$ cat src/hw/gpb_consts.vh
// Address map, reset values and masks of the port bank
`ifndef GPB_CONSTS_VH
`define GPB_CONSTS_VH

`define GPB_ADDR_W 4
`define GPB_DATA_W 8

`define GPB_ADDR_G0_DATA 4'h0
`define GPB_ADDR_G0_DIR 4'h1
`define GPB_ADDR_G1_DATA 4'h2
`define GPB_ADDR_G1_DIR 4'h3
`define GPB_ADDR_G2_DATA 4'h4
`define GPB_ADDR_G2_DIR 4'h5
`define GPB_ADDR_G3_DATA 4'h6
`define GPB_ADDR_G3_DIR 4'h7
`define GPB_ADDR_G4_DATA 4'h8
`define GPB_ADDR_G4_DIR 4'h9

`define GPB_LATCH_RESET 8'h00
`define GPB_DIR_RESET 8'h00
`define GPB_READ_UNMAPPED 8'h00

`define GPB_SHORT_GROUP_MASK 8'h1f

`define GPB_BIT_S2_DIN 0
`define GPB_BIT_S2_DOUT 1
`define GPB_BIT_S2_CLK 2
`define GPB_BIT_S2_RDY 3
`define GPB_BIT_SUB_OUT 0
`define GPB_BIT_SUB_IN 1
`define GPB_BIT_B1_DATA 2
`define GPB_BIT_B1_CLK 3
`define GPB_BIT_B2_DATA 4
`define GPB_BIT_B2_CLK 5
`define GPB_BIT_S1_CLK 6
`define GPB_BIT_S1_RDY 7
`define GPB_BIT_TY_CNT 0
`define GPB_BIT_INT0 1
`define GPB_BIT_SCMP 3
`define GPB_BIT_PWM 4

`endif

$ cat src/hw/gpb_port_bank.v
// Five port groups, all but group one with shared peripheral pin functions, and CPU access
`timescale 1ns/100ps
`include "gpb_consts.vh"

module gpb_port_bank (
  input wire clock_i,
  input wire srst_i,
  input wire [3:0] cpu_addr_i,
  input wire cpu_wr_i,
  input wire cpu_rd_i,
  input wire [7:0] cpu_wdata_i,
  output reg [7:0] cpu_rdata_o,
  output reg cpu_rvalid_o,
  input wire [7:0] port_group_zero_pin_i,
  output wire [7:0] port_group_zero_pin_o,
  output wire [7:0] port_group_zero_pin_oe_n_o,
  input wire [7:0] port_group_one_pin_i,
  output wire [7:0] port_group_one_pin_o,
  output wire [7:0] port_group_one_pin_oe_n_o,
  input wire [7:0] port_group_two_pin_i,
  output wire [7:0] port_group_two_pin_o,
  output wire [7:0] port_group_two_pin_oe_n_o,
  input wire [7:0] port_group_three_pin_i,
  output wire [7:0] port_group_three_pin_o,
  output wire [7:0] port_group_three_pin_oe_n_o,
  input wire [7:0] port_group_four_pin_i,
  output wire [7:0] port_group_four_pin_o,
  output wire [7:0] port_group_four_pin_oe_n_o,
  input wire serial_two_sel_i,
  input wire serial_two_data_out_i,
  input wire serial_two_data_out_oe_i,
  input wire serial_two_clock_out_i,
  input wire serial_two_clock_oe_i,
  input wire serial_two_ready_out_i,
  input wire serial_two_ready_oe_i,
  output wire serial_two_data_in_o,
  output wire serial_two_clock_in_o,
  output wire serial_two_ready_in_o,
  input wire serial_one_sel_i,
  input wire serial_one_txd_i,
  input wire serial_one_txd_oe_i,
  input wire serial_one_clock_sel_i,
  input wire serial_one_clock_out_i,
  input wire serial_one_clock_oe_i,
  input wire serial_one_ready_sel_i,
  input wire serial_one_ready_out_i,
  input wire serial_one_ready_oe_i,
  output wire serial_one_rxd_o,
  output wire serial_one_clock_in_o,
  output wire serial_one_ready_in_o,
  input wire subclock_sel_i,
  input wire bus_one_sel_i,
  input wire bus_one_data_out_i,
  input wire bus_one_clock_out_i,
  output wire bus_one_data_in_o,
  output wire bus_one_clock_in_o,
  input wire bus_two_sel_i,
  input wire bus_two_data_out_i,
  input wire bus_two_clock_out_i,
  output wire second_bus_data_line_o,
  output wire second_bus_clock_line_o,
  input wire timer_x_pin_sel_i,
  input wire timer_x_pin_out_i,
  input wire timer_x_pin_oe_i,
  output wire timer_x_count_pin_o,
  input wire timer_y_pin_sel_i,
  input wire timer_y_pin_out_i,
  input wire timer_y_pin_oe_i,
  output wire timer_y_count_pin_o,
  input wire [4:0] analog_sel_i,
  output wire [4:0] analog_level_o,
  input wire compare_out_sel_i,
  input wire compare_out_i,
  input wire pwm_sel_i,
  input wire pwm_out_i,
  output wire [3:0] ext_int_o
);

  // Address decode for the write strobes; the read mux decodes with its own case
  function hit;
    input [3:0] addr;
    input [3:0] target;
    begin
      hit = (addr == target);
    end
  endfunction

  function [7:0] bitmask;
    input cond;
    input integer pos;
    begin
      bitmask = 8'h00;
      bitmask[pos] = cond;
    end
  endfunction

  wire [7:0] g0_sync, g1_sync, g2_sync, g3_sync, g4_sync;
  wire [7:0] g0_rd, g1_rd, g2_rd, g3_rd, g4_rd;

  reg [7:0] g0_alt_sel, g0_alt_out, g0_alt_oe;
  reg [7:0] g2_alt_sel, g2_alt_out, g2_alt_oe, g2_od;
  reg [7:0] g3_alt_sel, g4_alt_sel, g4_alt_out, g4_alt_oe, rdata_next;

  wire g2_serial_txd, g2_serial_rdy;

  // Serial two on the low four pins of group zero
  always @* begin
    g0_alt_sel = 8'h00;
    g0_alt_out = 8'h00;
    g0_alt_oe = 8'h00;
    if (serial_two_sel_i) begin
      g0_alt_sel = 8'h0f;
      g0_alt_out = bitmask(serial_two_data_out_i, `GPB_BIT_S2_DOUT)
        | bitmask(serial_two_clock_out_i, `GPB_BIT_S2_CLK)
        | bitmask(serial_two_ready_out_i, `GPB_BIT_S2_RDY);
      g0_alt_oe = bitmask(serial_two_data_out_oe_i, `GPB_BIT_S2_DOUT)
        | bitmask(serial_two_clock_oe_i, `GPB_BIT_S2_CLK)
        | bitmask(serial_two_ready_oe_i, `GPB_BIT_S2_RDY);
    end
  end

  assign serial_two_data_in_o = g0_sync[`GPB_BIT_S2_DIN];
  assign serial_two_clock_in_o = g0_sync[`GPB_BIT_S2_CLK];
  assign serial_two_ready_in_o = g0_sync[`GPB_BIT_S2_RDY];

  // Second bus wins over serial one on the shared pins four and five
  assign g2_serial_txd = serial_one_sel_i & ~bus_two_sel_i;
  // Serial ready wins over the timer x counter on the top pin
  assign g2_serial_rdy = serial_one_sel_i & serial_one_ready_sel_i;

  always @* begin
    g2_alt_sel = 8'h00;
    g2_alt_out = 8'h00;
    g2_alt_oe = 8'h00;
    g2_od = 8'h00;
    // Oscillator owns both pins; its drive is analog and outside this block
    if (subclock_sel_i) begin
      g2_alt_sel = g2_alt_sel | 8'h03;
    end
    // First bus pins are always open drain
    g2_od = g2_od | bitmask(1'b1, `GPB_BIT_B1_DATA) | bitmask(1'b1, `GPB_BIT_B1_CLK);
    if (bus_one_sel_i) begin
      g2_alt_sel = g2_alt_sel | 8'h0c;
      g2_alt_out = g2_alt_out | bitmask(bus_one_data_out_i, `GPB_BIT_B1_DATA)
        | bitmask(bus_one_clock_out_i, `GPB_BIT_B1_CLK);
      g2_alt_oe = g2_alt_oe | 8'h0c;
    end
    if (bus_two_sel_i) begin
      g2_alt_sel = g2_alt_sel | 8'h30;
      g2_alt_out = g2_alt_out | bitmask(bus_two_data_out_i, `GPB_BIT_B2_DATA)
        | bitmask(bus_two_clock_out_i, `GPB_BIT_B2_CLK);
      g2_alt_oe = g2_alt_oe | 8'h30;
      g2_od = g2_od | 8'h30;
    end else if (g2_serial_txd) begin
      // Receive pin stays an input; transmit pin is push-pull
      g2_alt_sel = g2_alt_sel | 8'h30;
      g2_alt_out = g2_alt_out | bitmask(serial_one_txd_i, `GPB_BIT_B2_CLK);
      g2_alt_oe = g2_alt_oe | bitmask(serial_one_txd_oe_i, `GPB_BIT_B2_CLK);
    end
    if (serial_one_sel_i & serial_one_clock_sel_i) begin
      g2_alt_sel = g2_alt_sel | bitmask(1'b1, `GPB_BIT_S1_CLK);
      g2_alt_out = g2_alt_out | bitmask(serial_one_clock_out_i, `GPB_BIT_S1_CLK);
      g2_alt_oe = g2_alt_oe | bitmask(serial_one_clock_oe_i, `GPB_BIT_S1_CLK);
    end
    if (g2_serial_rdy) begin
      g2_alt_sel = g2_alt_sel | bitmask(1'b1, `GPB_BIT_S1_RDY);
      g2_alt_out = g2_alt_out | bitmask(serial_one_ready_out_i, `GPB_BIT_S1_RDY);
      g2_alt_oe = g2_alt_oe | bitmask(serial_one_ready_oe_i, `GPB_BIT_S1_RDY);
    end else if (timer_x_pin_sel_i) begin
      g2_alt_sel = g2_alt_sel | bitmask(1'b1, `GPB_BIT_S1_RDY);
      g2_alt_out = g2_alt_out | bitmask(timer_x_pin_out_i, `GPB_BIT_S1_RDY);
      g2_alt_oe = g2_alt_oe | bitmask(timer_x_pin_oe_i, `GPB_BIT_S1_RDY);
    end
  end

  assign bus_one_data_in_o = g2_sync[`GPB_BIT_B1_DATA];
  assign bus_one_clock_in_o = g2_sync[`GPB_BIT_B1_CLK];
  assign second_bus_data_line_o = g2_sync[`GPB_BIT_B2_DATA];
  assign second_bus_clock_line_o = g2_sync[`GPB_BIT_B2_CLK];
  assign serial_one_rxd_o = g2_sync[`GPB_BIT_B2_DATA];
  assign serial_one_clock_in_o = g2_sync[`GPB_BIT_S1_CLK];
  assign serial_one_ready_in_o = g2_sync[`GPB_BIT_S1_RDY];
  assign timer_x_count_pin_o = g2_sync[`GPB_BIT_S1_RDY];

  // Analog inputs: the converter takes the pin, the digital driver is off
  always @* begin
    g3_alt_sel = {3'h0, analog_sel_i};
  end

  assign analog_level_o = g3_sync[4:0];

  always @* begin
    g4_alt_sel = 8'h00;
    g4_alt_out = 8'h00;
    g4_alt_oe = 8'h00;
    if (timer_y_pin_sel_i) begin
      g4_alt_sel = g4_alt_sel | bitmask(1'b1, `GPB_BIT_TY_CNT);
      g4_alt_out = g4_alt_out | bitmask(timer_y_pin_out_i, `GPB_BIT_TY_CNT);
      g4_alt_oe = g4_alt_oe | bitmask(timer_y_pin_oe_i, `GPB_BIT_TY_CNT);
    end
    if (compare_out_sel_i) begin
      g4_alt_sel = g4_alt_sel | bitmask(1'b1, `GPB_BIT_SCMP);
      g4_alt_out = g4_alt_out | bitmask(compare_out_i, `GPB_BIT_SCMP);
      g4_alt_oe = g4_alt_oe | bitmask(1'b1, `GPB_BIT_SCMP);
    end
    if (pwm_sel_i) begin
      g4_alt_sel = g4_alt_sel | bitmask(1'b1, `GPB_BIT_PWM);
      g4_alt_out = g4_alt_out | bitmask(pwm_out_i, `GPB_BIT_PWM);
      g4_alt_oe = g4_alt_oe | bitmask(1'b1, `GPB_BIT_PWM);
    end
  end

  assign timer_y_count_pin_o = g4_sync[`GPB_BIT_TY_CNT];
  // Interrupt inputs are always live; edge logic sits in the interrupt block
  assign ext_int_o = g4_sync[`GPB_BIT_INT0 +: 4];

  gpb_port_group u_group_zero (
    .clock_i(clock_i),
    .srst_i(srst_i),
    .wr_data_i(cpu_wr_i & hit(cpu_addr_i, `GPB_ADDR_G0_DATA)),
    .wr_dir_i(cpu_wr_i & hit(cpu_addr_i, `GPB_ADDR_G0_DIR)),
    .wdata_i(cpu_wdata_i),
    .pin_i(port_group_zero_pin_i),
    .alt_sel_i(g0_alt_sel),
    .alt_out_i(g0_alt_out),
    .alt_oe_i(g0_alt_oe),
    .od_i(8'h00),
    .pin_o(port_group_zero_pin_o),
    .pin_oe_n_o(port_group_zero_pin_oe_n_o),
    .pin_sync_o(g0_sync),
    .rd_value_o(g0_rd)
  );

  gpb_port_group u_group_one (
    .clock_i(clock_i),
    .srst_i(srst_i),
    .wr_data_i(cpu_wr_i & hit(cpu_addr_i, `GPB_ADDR_G1_DATA)),
    .wr_dir_i(cpu_wr_i & hit(cpu_addr_i, `GPB_ADDR_G1_DIR)),
    .wdata_i(cpu_wdata_i),
    .pin_i(port_group_one_pin_i),
    .alt_sel_i(8'h00),
    .alt_out_i(8'h00),
    .alt_oe_i(8'h00),
    .od_i(8'h00),
    .pin_o(port_group_one_pin_o),
    .pin_oe_n_o(port_group_one_pin_oe_n_o),
    .pin_sync_o(g1_sync),
    .rd_value_o(g1_rd)
  );

  gpb_port_group u_group_two (
    .clock_i(clock_i),
    .srst_i(srst_i),
    .wr_data_i(cpu_wr_i & hit(cpu_addr_i, `GPB_ADDR_G2_DATA)),
    .wr_dir_i(cpu_wr_i & hit(cpu_addr_i, `GPB_ADDR_G2_DIR)),
    .wdata_i(cpu_wdata_i),
    .pin_i(port_group_two_pin_i),
    .alt_sel_i(g2_alt_sel),
    .alt_out_i(g2_alt_out),
    .alt_oe_i(g2_alt_oe),
    .od_i(g2_od),
    .pin_o(port_group_two_pin_o),
    .pin_oe_n_o(port_group_two_pin_oe_n_o),
    .pin_sync_o(g2_sync),
    .rd_value_o(g2_rd)
  );

  gpb_port_group u_group_three (
    .clock_i(clock_i),
    .srst_i(srst_i),
    .wr_data_i(cpu_wr_i & hit(cpu_addr_i, `GPB_ADDR_G3_DATA)),
    .wr_dir_i(cpu_wr_i & hit(cpu_addr_i, `GPB_ADDR_G3_DIR)),
    .wdata_i(cpu_wdata_i & `GPB_SHORT_GROUP_MASK),
    .pin_i(port_group_three_pin_i),
    .alt_sel_i(g3_alt_sel),
    .alt_out_i(8'h00),
    .alt_oe_i(8'h00),
    .od_i(8'h00),
    .pin_o(port_group_three_pin_o),
    .pin_oe_n_o(port_group_three_pin_oe_n_o),
    .pin_sync_o(g3_sync),
    .rd_value_o(g3_rd)
  );

  gpb_port_group u_group_four (
    .clock_i(clock_i),
    .srst_i(srst_i),
    .wr_data_i(cpu_wr_i & hit(cpu_addr_i, `GPB_ADDR_G4_DATA)),
    .wr_dir_i(cpu_wr_i & hit(cpu_addr_i, `GPB_ADDR_G4_DIR)),
    .wdata_i(cpu_wdata_i & `GPB_SHORT_GROUP_MASK),
    .pin_i(port_group_four_pin_i),
    .alt_sel_i(g4_alt_sel),
    .alt_out_i(g4_alt_out),
    .alt_oe_i(g4_alt_oe),
    .od_i(8'h00),
    .pin_o(port_group_four_pin_o),
    .pin_oe_n_o(port_group_four_pin_oe_n_o),
    .pin_sync_o(g4_sync),
    .rd_value_o(g4_rd)
  );

  // Direction registers are not in the read mux and read zero; absent pins read zero
  always @* begin
    case (cpu_addr_i)
      `GPB_ADDR_G0_DATA: rdata_next = g0_rd;
      `GPB_ADDR_G1_DATA: rdata_next = g1_rd;
      `GPB_ADDR_G2_DATA: rdata_next = g2_rd;
      `GPB_ADDR_G3_DATA: rdata_next = g3_rd & `GPB_SHORT_GROUP_MASK;
      `GPB_ADDR_G4_DATA: rdata_next = g4_rd & `GPB_SHORT_GROUP_MASK;
      default: rdata_next = `GPB_READ_UNMAPPED;
    endcase
  end

  always @(posedge clock_i) begin
    if (srst_i) begin
      cpu_rdata_o <= 8'h00;
      cpu_rvalid_o <= 1'b0;
    end else begin
      cpu_rvalid_o <= cpu_rd_i;
      if (cpu_rd_i) begin
        cpu_rdata_o <= rdata_next;
      end
    end
  end

endmodule

$ cat src/hw/gpb_port_group.v
// One eight-pin port group: latch, direction, pin synchroniser, pin drive
`timescale 1ns/100ps
`include "gpb_consts.vh"

module gpb_port_group (
  input wire clock_i,
  input wire srst_i,
  input wire wr_data_i,
  input wire wr_dir_i,
  input wire [7:0] wdata_i,
  input wire [7:0] pin_i,
  input wire [7:0] alt_sel_i,
  input wire [7:0] alt_out_i,
  input wire [7:0] alt_oe_i,
  input wire [7:0] od_i,
  output reg [7:0] pin_o,
  output reg [7:0] pin_oe_n_o,
  output wire [7:0] pin_sync_o,
  output wire [7:0] rd_value_o
);

  reg [7:0] latch_reg;
  reg [7:0] dir_reg;
  reg [7:0] sync1_reg;
  reg [7:0] sync2_reg;
  reg [7:0] drive;
  reg [7:0] level;
  integer b;

  always @(posedge clock_i) begin
    if (srst_i) begin
      latch_reg <= `GPB_LATCH_RESET;
      dir_reg <= `GPB_DIR_RESET;
    end else begin
      if (wr_data_i) begin
        latch_reg <= wdata_i;
      end
      if (wr_dir_i) begin
        dir_reg <= wdata_i;
      end
    end
  end

  // Pins are asynchronous to the system clock
  always @(posedge clock_i) begin
    if (srst_i) begin
      sync1_reg <= 8'h00;
      sync2_reg <= 8'h00;
    end else begin
      sync1_reg <= pin_i;
      sync2_reg <= sync1_reg;
    end
  end

  assign pin_sync_o = sync2_reg;
  assign rd_value_o = (dir_reg & latch_reg) | (~dir_reg & sync2_reg);

  always @* begin
    for (b = 0; b < 8; b = b + 1) begin
      if (alt_sel_i[b]) begin
        drive[b] = alt_oe_i[b];
        level[b] = alt_out_i[b];
      end else begin
        drive[b] = dir_reg[b];
        level[b] = latch_reg[b];
      end
      // Open drain drives only the low level, the wire floats high
      if (od_i[b]) begin
        pin_o[b] = 1'h0;
        pin_oe_n_o[b] = ~(drive[b] & ~level[b]);
      end else begin
        pin_o[b] = level[b];
        pin_oe_n_o[b] = ~drive[b];
      end
    end
  end

endmodule

$ cat config.mk
export PLATFORM = sky130hd
export DESIGN_NAME = gpb_port_bank
export DESIGN_NICKNAME = d
export VERILOG_FILES = /design/src/hw/gpb_port_bank.v /design/src/hw/gpb_port_group.v
export VERILOG_INCLUDE_DIRS = /design/src /design/src/hw
export SDC_FILE = /design/constraint.sdc
export NUM_CORES = 1
export LEC_CHECK = 0
export BUFFER_PORTS_ARGS = -buffer_cell sky130_fd_sc_hd__buf_4
export CORE_MARGIN = 1
export CORE_UTILIZATION = 35
export CTS_CLUSTER_DIAMETER = 50
export DETAILED_ROUTE_END_ITERATION = 8
export PLACE_DENSITY = 0.71
export SYNTH_ARGS = -nofsm -noshare
export SYNTH_HDL_FRONTEND = slang
export SYNTH_SLANG_ARGS = --single-unit
$ cat constraint.sdc
create_clock -name clock_i -period 1.4 [get_ports clock_i]
set_input_delay 0.07 -clock clock_i [delete_from_list [all_inputs] [get_ports clock_i]]
set_output_delay 0.07 -clock clock_i [all_outputs]
set_load 0.01 [all_outputs]
==> results.cfg <==
[yosys]
top_area_cell_type_share_of_the_netlist_area = 0.495
synth-main-ff-cell = sky130_fd_sc_hd__dfxtp_1
synthDistinctLibCells = 32
post_synth.cell_area_avg_um2 = 9.74
synth_seq_cells = 145
ys_async_sr_fraction = 0
yosys.area.top_type = sky130_fd_sc_hd__dfxtp_1
simple_logic_cell_fraction_of_the_synthesized_area = 0.201
post_synth_mux_area_share = 0.167
synth-compound-area-share = 0.0636
ys_seq_area_frac = 0.495
synth_top_cells_by_area = sky130_fd_sc_hd__dfxtp_1, sky130_fd_sc_hd__mux2i_1, sky130_fd_sc_hd__nor2b_1
yosys.area_share.adder = 0
post_synth_xor_area_fraction = 0
synth_enable_flop_cells = 0
synth.yosys.warnings = 0
cell_area_synth_mm2 = 0.00586
postSynthCellCount = 602
dominant_combinational_cell_family_by_area_after_synthesis = simple AND/OR/NAND/NOR gates

[die]
die_h_um = 131
ios = 204
placementRows = 46
core_mm2 = 0.0161
initial_utilization = 0.364
fp.dieArea_mm2 = 0.0173
fp.dieW_um = 131

[clock_network]
cts_tree = done
clock_insertion_delay_at_the_later_pin_of_the_skew_report_ns = 0.42
clock_tree.htree_level_count = 4
clkSinkCount = 145
clockBufferDepth = 2
cts-root-buf = sky130_fd_sc_hd__clkbuf_16
numCtsBuffers = 17
postCtsSetupBuffers = 0
cts_clk_pin_slew_worst_paths_ns = 0.06

[power_and_ir_drop]
power.density_mw_per_mm2 = 1200
leakagePower_nw = 3.60
total_power_w = 0.0102
worst_case_vdd_ir_drop_uv = 816

[global_route]
first_global_vias = 4702
grt_first_pass_wirelength_um = 24400
largest_net_degree_at_the_start_of_global_routing = 59
initial_antenna_violation_count = 0
grtUsageTotal = 0.184
globalRouteOverflowTotal = 0

[hold_path]
holdCritStartpoint = cpu_wr_i
hold_class = in2reg

[setup_path]
worst_setup_path_startpoint = u_group_two.dir_reg[5]$_SDFFE_PP0P_
worst_r2r_path_depth = 3
critPathKind = reg2out
regToRegEndpoint = cpu_rdata_o[1]$_SDFFE_PP0P_
critical_path.max_fanout = 3
worst_setup_path_end_kind = primary output
arrival_ns = 1.26
timing.rr.start = u_group_zero.dir_reg[1]$_SDFFE_PP0P_
worstSetupStartpointType = flip-flop
setup.reg_to_reg.worst_slack_ns = 0.10
critical_path_required_ns = 1.33
timing.critical_path.to = port_group_two_pin_oe_n_o[5]

[layout]
layout-area-overhead-vs-synth_pct = 44.4
fin_nets = 910
fillers = 1486
layout.core_utilization = 0.525
diodes = 0
share_of_final_layout_standard_cells_stronger_than_drive_strength_1 = 0.300

[drt]
detailedRoute.firstIterationViolations = 309
viasPerCell = 4.52
drc = 0
route.final.wire_length_um = 15500
dr_total_vias = 4711
routed_wire_length_per_instance_um = 14.8
drtPass1Iterations = 4
ant_nets = 0

[place]
detailed_place_hpwl_um = 11000
io_buffers = 183
gpl.final_weighted_congestion = 0.786

[sta]
setup-violations-final = 0
final_max_slew_viol_count = 0
hold_violations = 0
fin_skew_ns = 0.00692
timing.hold.ws_ns = 0.204
timing.final.crit_share = 0.948
period_minus_slack_ns = 1.33
rsz0062_at_grt = no
fmax_mhz = 753

[job]
max_cap_violations = 0

[run_status]
outcome = finished clean
[power by group]
group	leakage [nW]	internal [W]	switching [W]
registers	1.18	0.00425	0.0000490
logic	2.10	0.000503	0.000409
clock network	0.318	0.00328	0.00168
total	3.60	0.00803	0.00214
[how the worst min path moves through the flow]
stage | end | cells after the start
5_1_grt | u_group_three.dir_reg[3]$_SDFFE_PP0P_ | 4
3_3_place_gp | u_group_four.sync1_reg[1]$_SDFF_PP0_ | 2
6_report | u_group_four.latch_reg[1]$_SDFFE_PP0P_ | 4
4_1_cts | cpu_rdata_o[7]$_SDFFE_PP0P_ | 4
3_5_place_dp | u_group_one.sync1_reg[2]$_SDFF_PP0_ | 2
2_1_floorplan | port_group_four_pin_oe_n_o[3] | 1
[final cells by class]
class / count / area (um2) / area share
clock buffer: 20 / 467 / 0.0551
clock inverter: 10 / 181 / 0.0214
inverter: 20 / 75.1 / 0.00887
multi-input combinational: 389 / 2600 / 0.307
sequential: 145 / 2900 / 0.343
tap: 216 / 270 / 0.0319
timing repair buffer: 243 / 1970 / 0.233
[worst max-delay path, cell delays in order, from the launching register on]
cell and delay (ns):
sky130_fd_sc_hd__dfxtp_1 0.33, sky130_fd_sc_hd__mux2_2 0.27, sky130_fd_sc_hd__o21ai_2 0.11, sky130_fd_sc_hd__buf_4 0.13
[Yosys cell counts, types with 5 or more instances]
master / n
sky130_fd_sc_hd__mux2_2: 8
sky130_fd_sc_hd__buf_4: 25
sky130_fd_sc_hd__buf_2: 10
sky130_fd_sc_hd__o31a_1: 5
sky130_fd_sc_hd__nor2b_1: 78
sky130_fd_sc_hd__nand3_1: 16
sky130_fd_sc_hd__inv_1: 20
sky130_fd_sc_hd__nor3b_1: 6
sky130_fd_sc_hd__a21oi_1: 30
sky130_fd_sc_hd__clkbuf_1: 23
sky130_fd_sc_hd__nand2_1: 28
sky130_fd_sc_hd__mux2i_1: 89
sky130_fd_sc_hd__nand2b_1: 13
sky130_fd_sc_hd__dfxtp_1: 145
sky130_fd_sc_hd__nor2_1: 59
sky130_fd_sc_hd__o22ai_1: 12
sky130_fd_sc_hd__o21ai_0: 13
[per-layer routing]
| metal | track usage | vias up | routed length (um) |
|---|---|---|---|
| met5 | 0 | - | 0 |
| met4 | 0.0504 | 0 | 150 |
| met3 | 0.0637 | 11 | 1030 |
| met2 | 0.312 | 127 | 7600 |
| met1 | 0.219 | 2180 | 6660 |
| li1 | - | 2393 | - |
[cell usage in the layout (no fill, tap or decap), types with 2 or more instances in the layout]
cell and n:
sky130_fd_sc_hd__a21oi_1 30, sky130_fd_sc_hd__buf_12 3, sky130_fd_sc_hd__buf_4 196, sky130_fd_sc_hd__bufinv_16 5, sky130_fd_sc_hd__clkbuf_16 17, sky130_fd_sc_hd__clkbuf_8 3
sky130_fd_sc_hd__clkinv_2 3, sky130_fd_sc_hd__conb_1 14, sky130_fd_sc_hd__dfxtp_1 145, sky130_fd_sc_hd__dlygate4sd3_1 44, sky130_fd_sc_hd__inv_1 20, sky130_fd_sc_hd__mux2_2 8
sky130_fd_sc_hd__mux2i_1 89, sky130_fd_sc_hd__nand2_1 28, sky130_fd_sc_hd__nand2b_1 13, sky130_fd_sc_hd__nand3_1 16, sky130_fd_sc_hd__nand3b_1 3, sky130_fd_sc_hd__nand4b_2 2
sky130_fd_sc_hd__nor2_1 59, sky130_fd_sc_hd__nor2b_1 78, sky130_fd_sc_hd__nor3b_1 4, sky130_fd_sc_hd__nor3b_2 2, sky130_fd_sc_hd__o21ai_0 12, sky130_fd_sc_hd__o22ai_1 12
sky130_fd_sc_hd__o31a_1 5, sky130_fd_sc_hd__o32ai_1 3
[stage by stage]
stage                     setup TNS, ns  cell area (um2)  std cells  worst slack (ns)
after detailed placement        -0.0890             7370        969           -0.0388
final                                 0             8470       1043            0.0726
after global routing                  0             8470       1043            0.0103
after global placement                0             7370        969          0.000950
after floorplan                       0             5910        614             0.171
after CTS                             0             8460       1043            0.0139
[cells by family (layout without fill, tap and decap cells)]
family,after synthesis,after routing
AND/OR/NAND/NOR,214,214
flip-flops,145,145
multiplexers,97,97
buffers and inverters,80,293
AO/OA/AOI/OAI,64,64
other,2,14
[repair_timing]
| action | CTS | global route |
|---|---|---|
| hold buffers | 44 | 0 |
| endpoints found under the setup margin | 0 | 1 |
| resized for setup | 0 | 2 |
| hold endpoints to repair | 73 | 0 |
No activity file was read; power rests on OpenSTA's default activity.
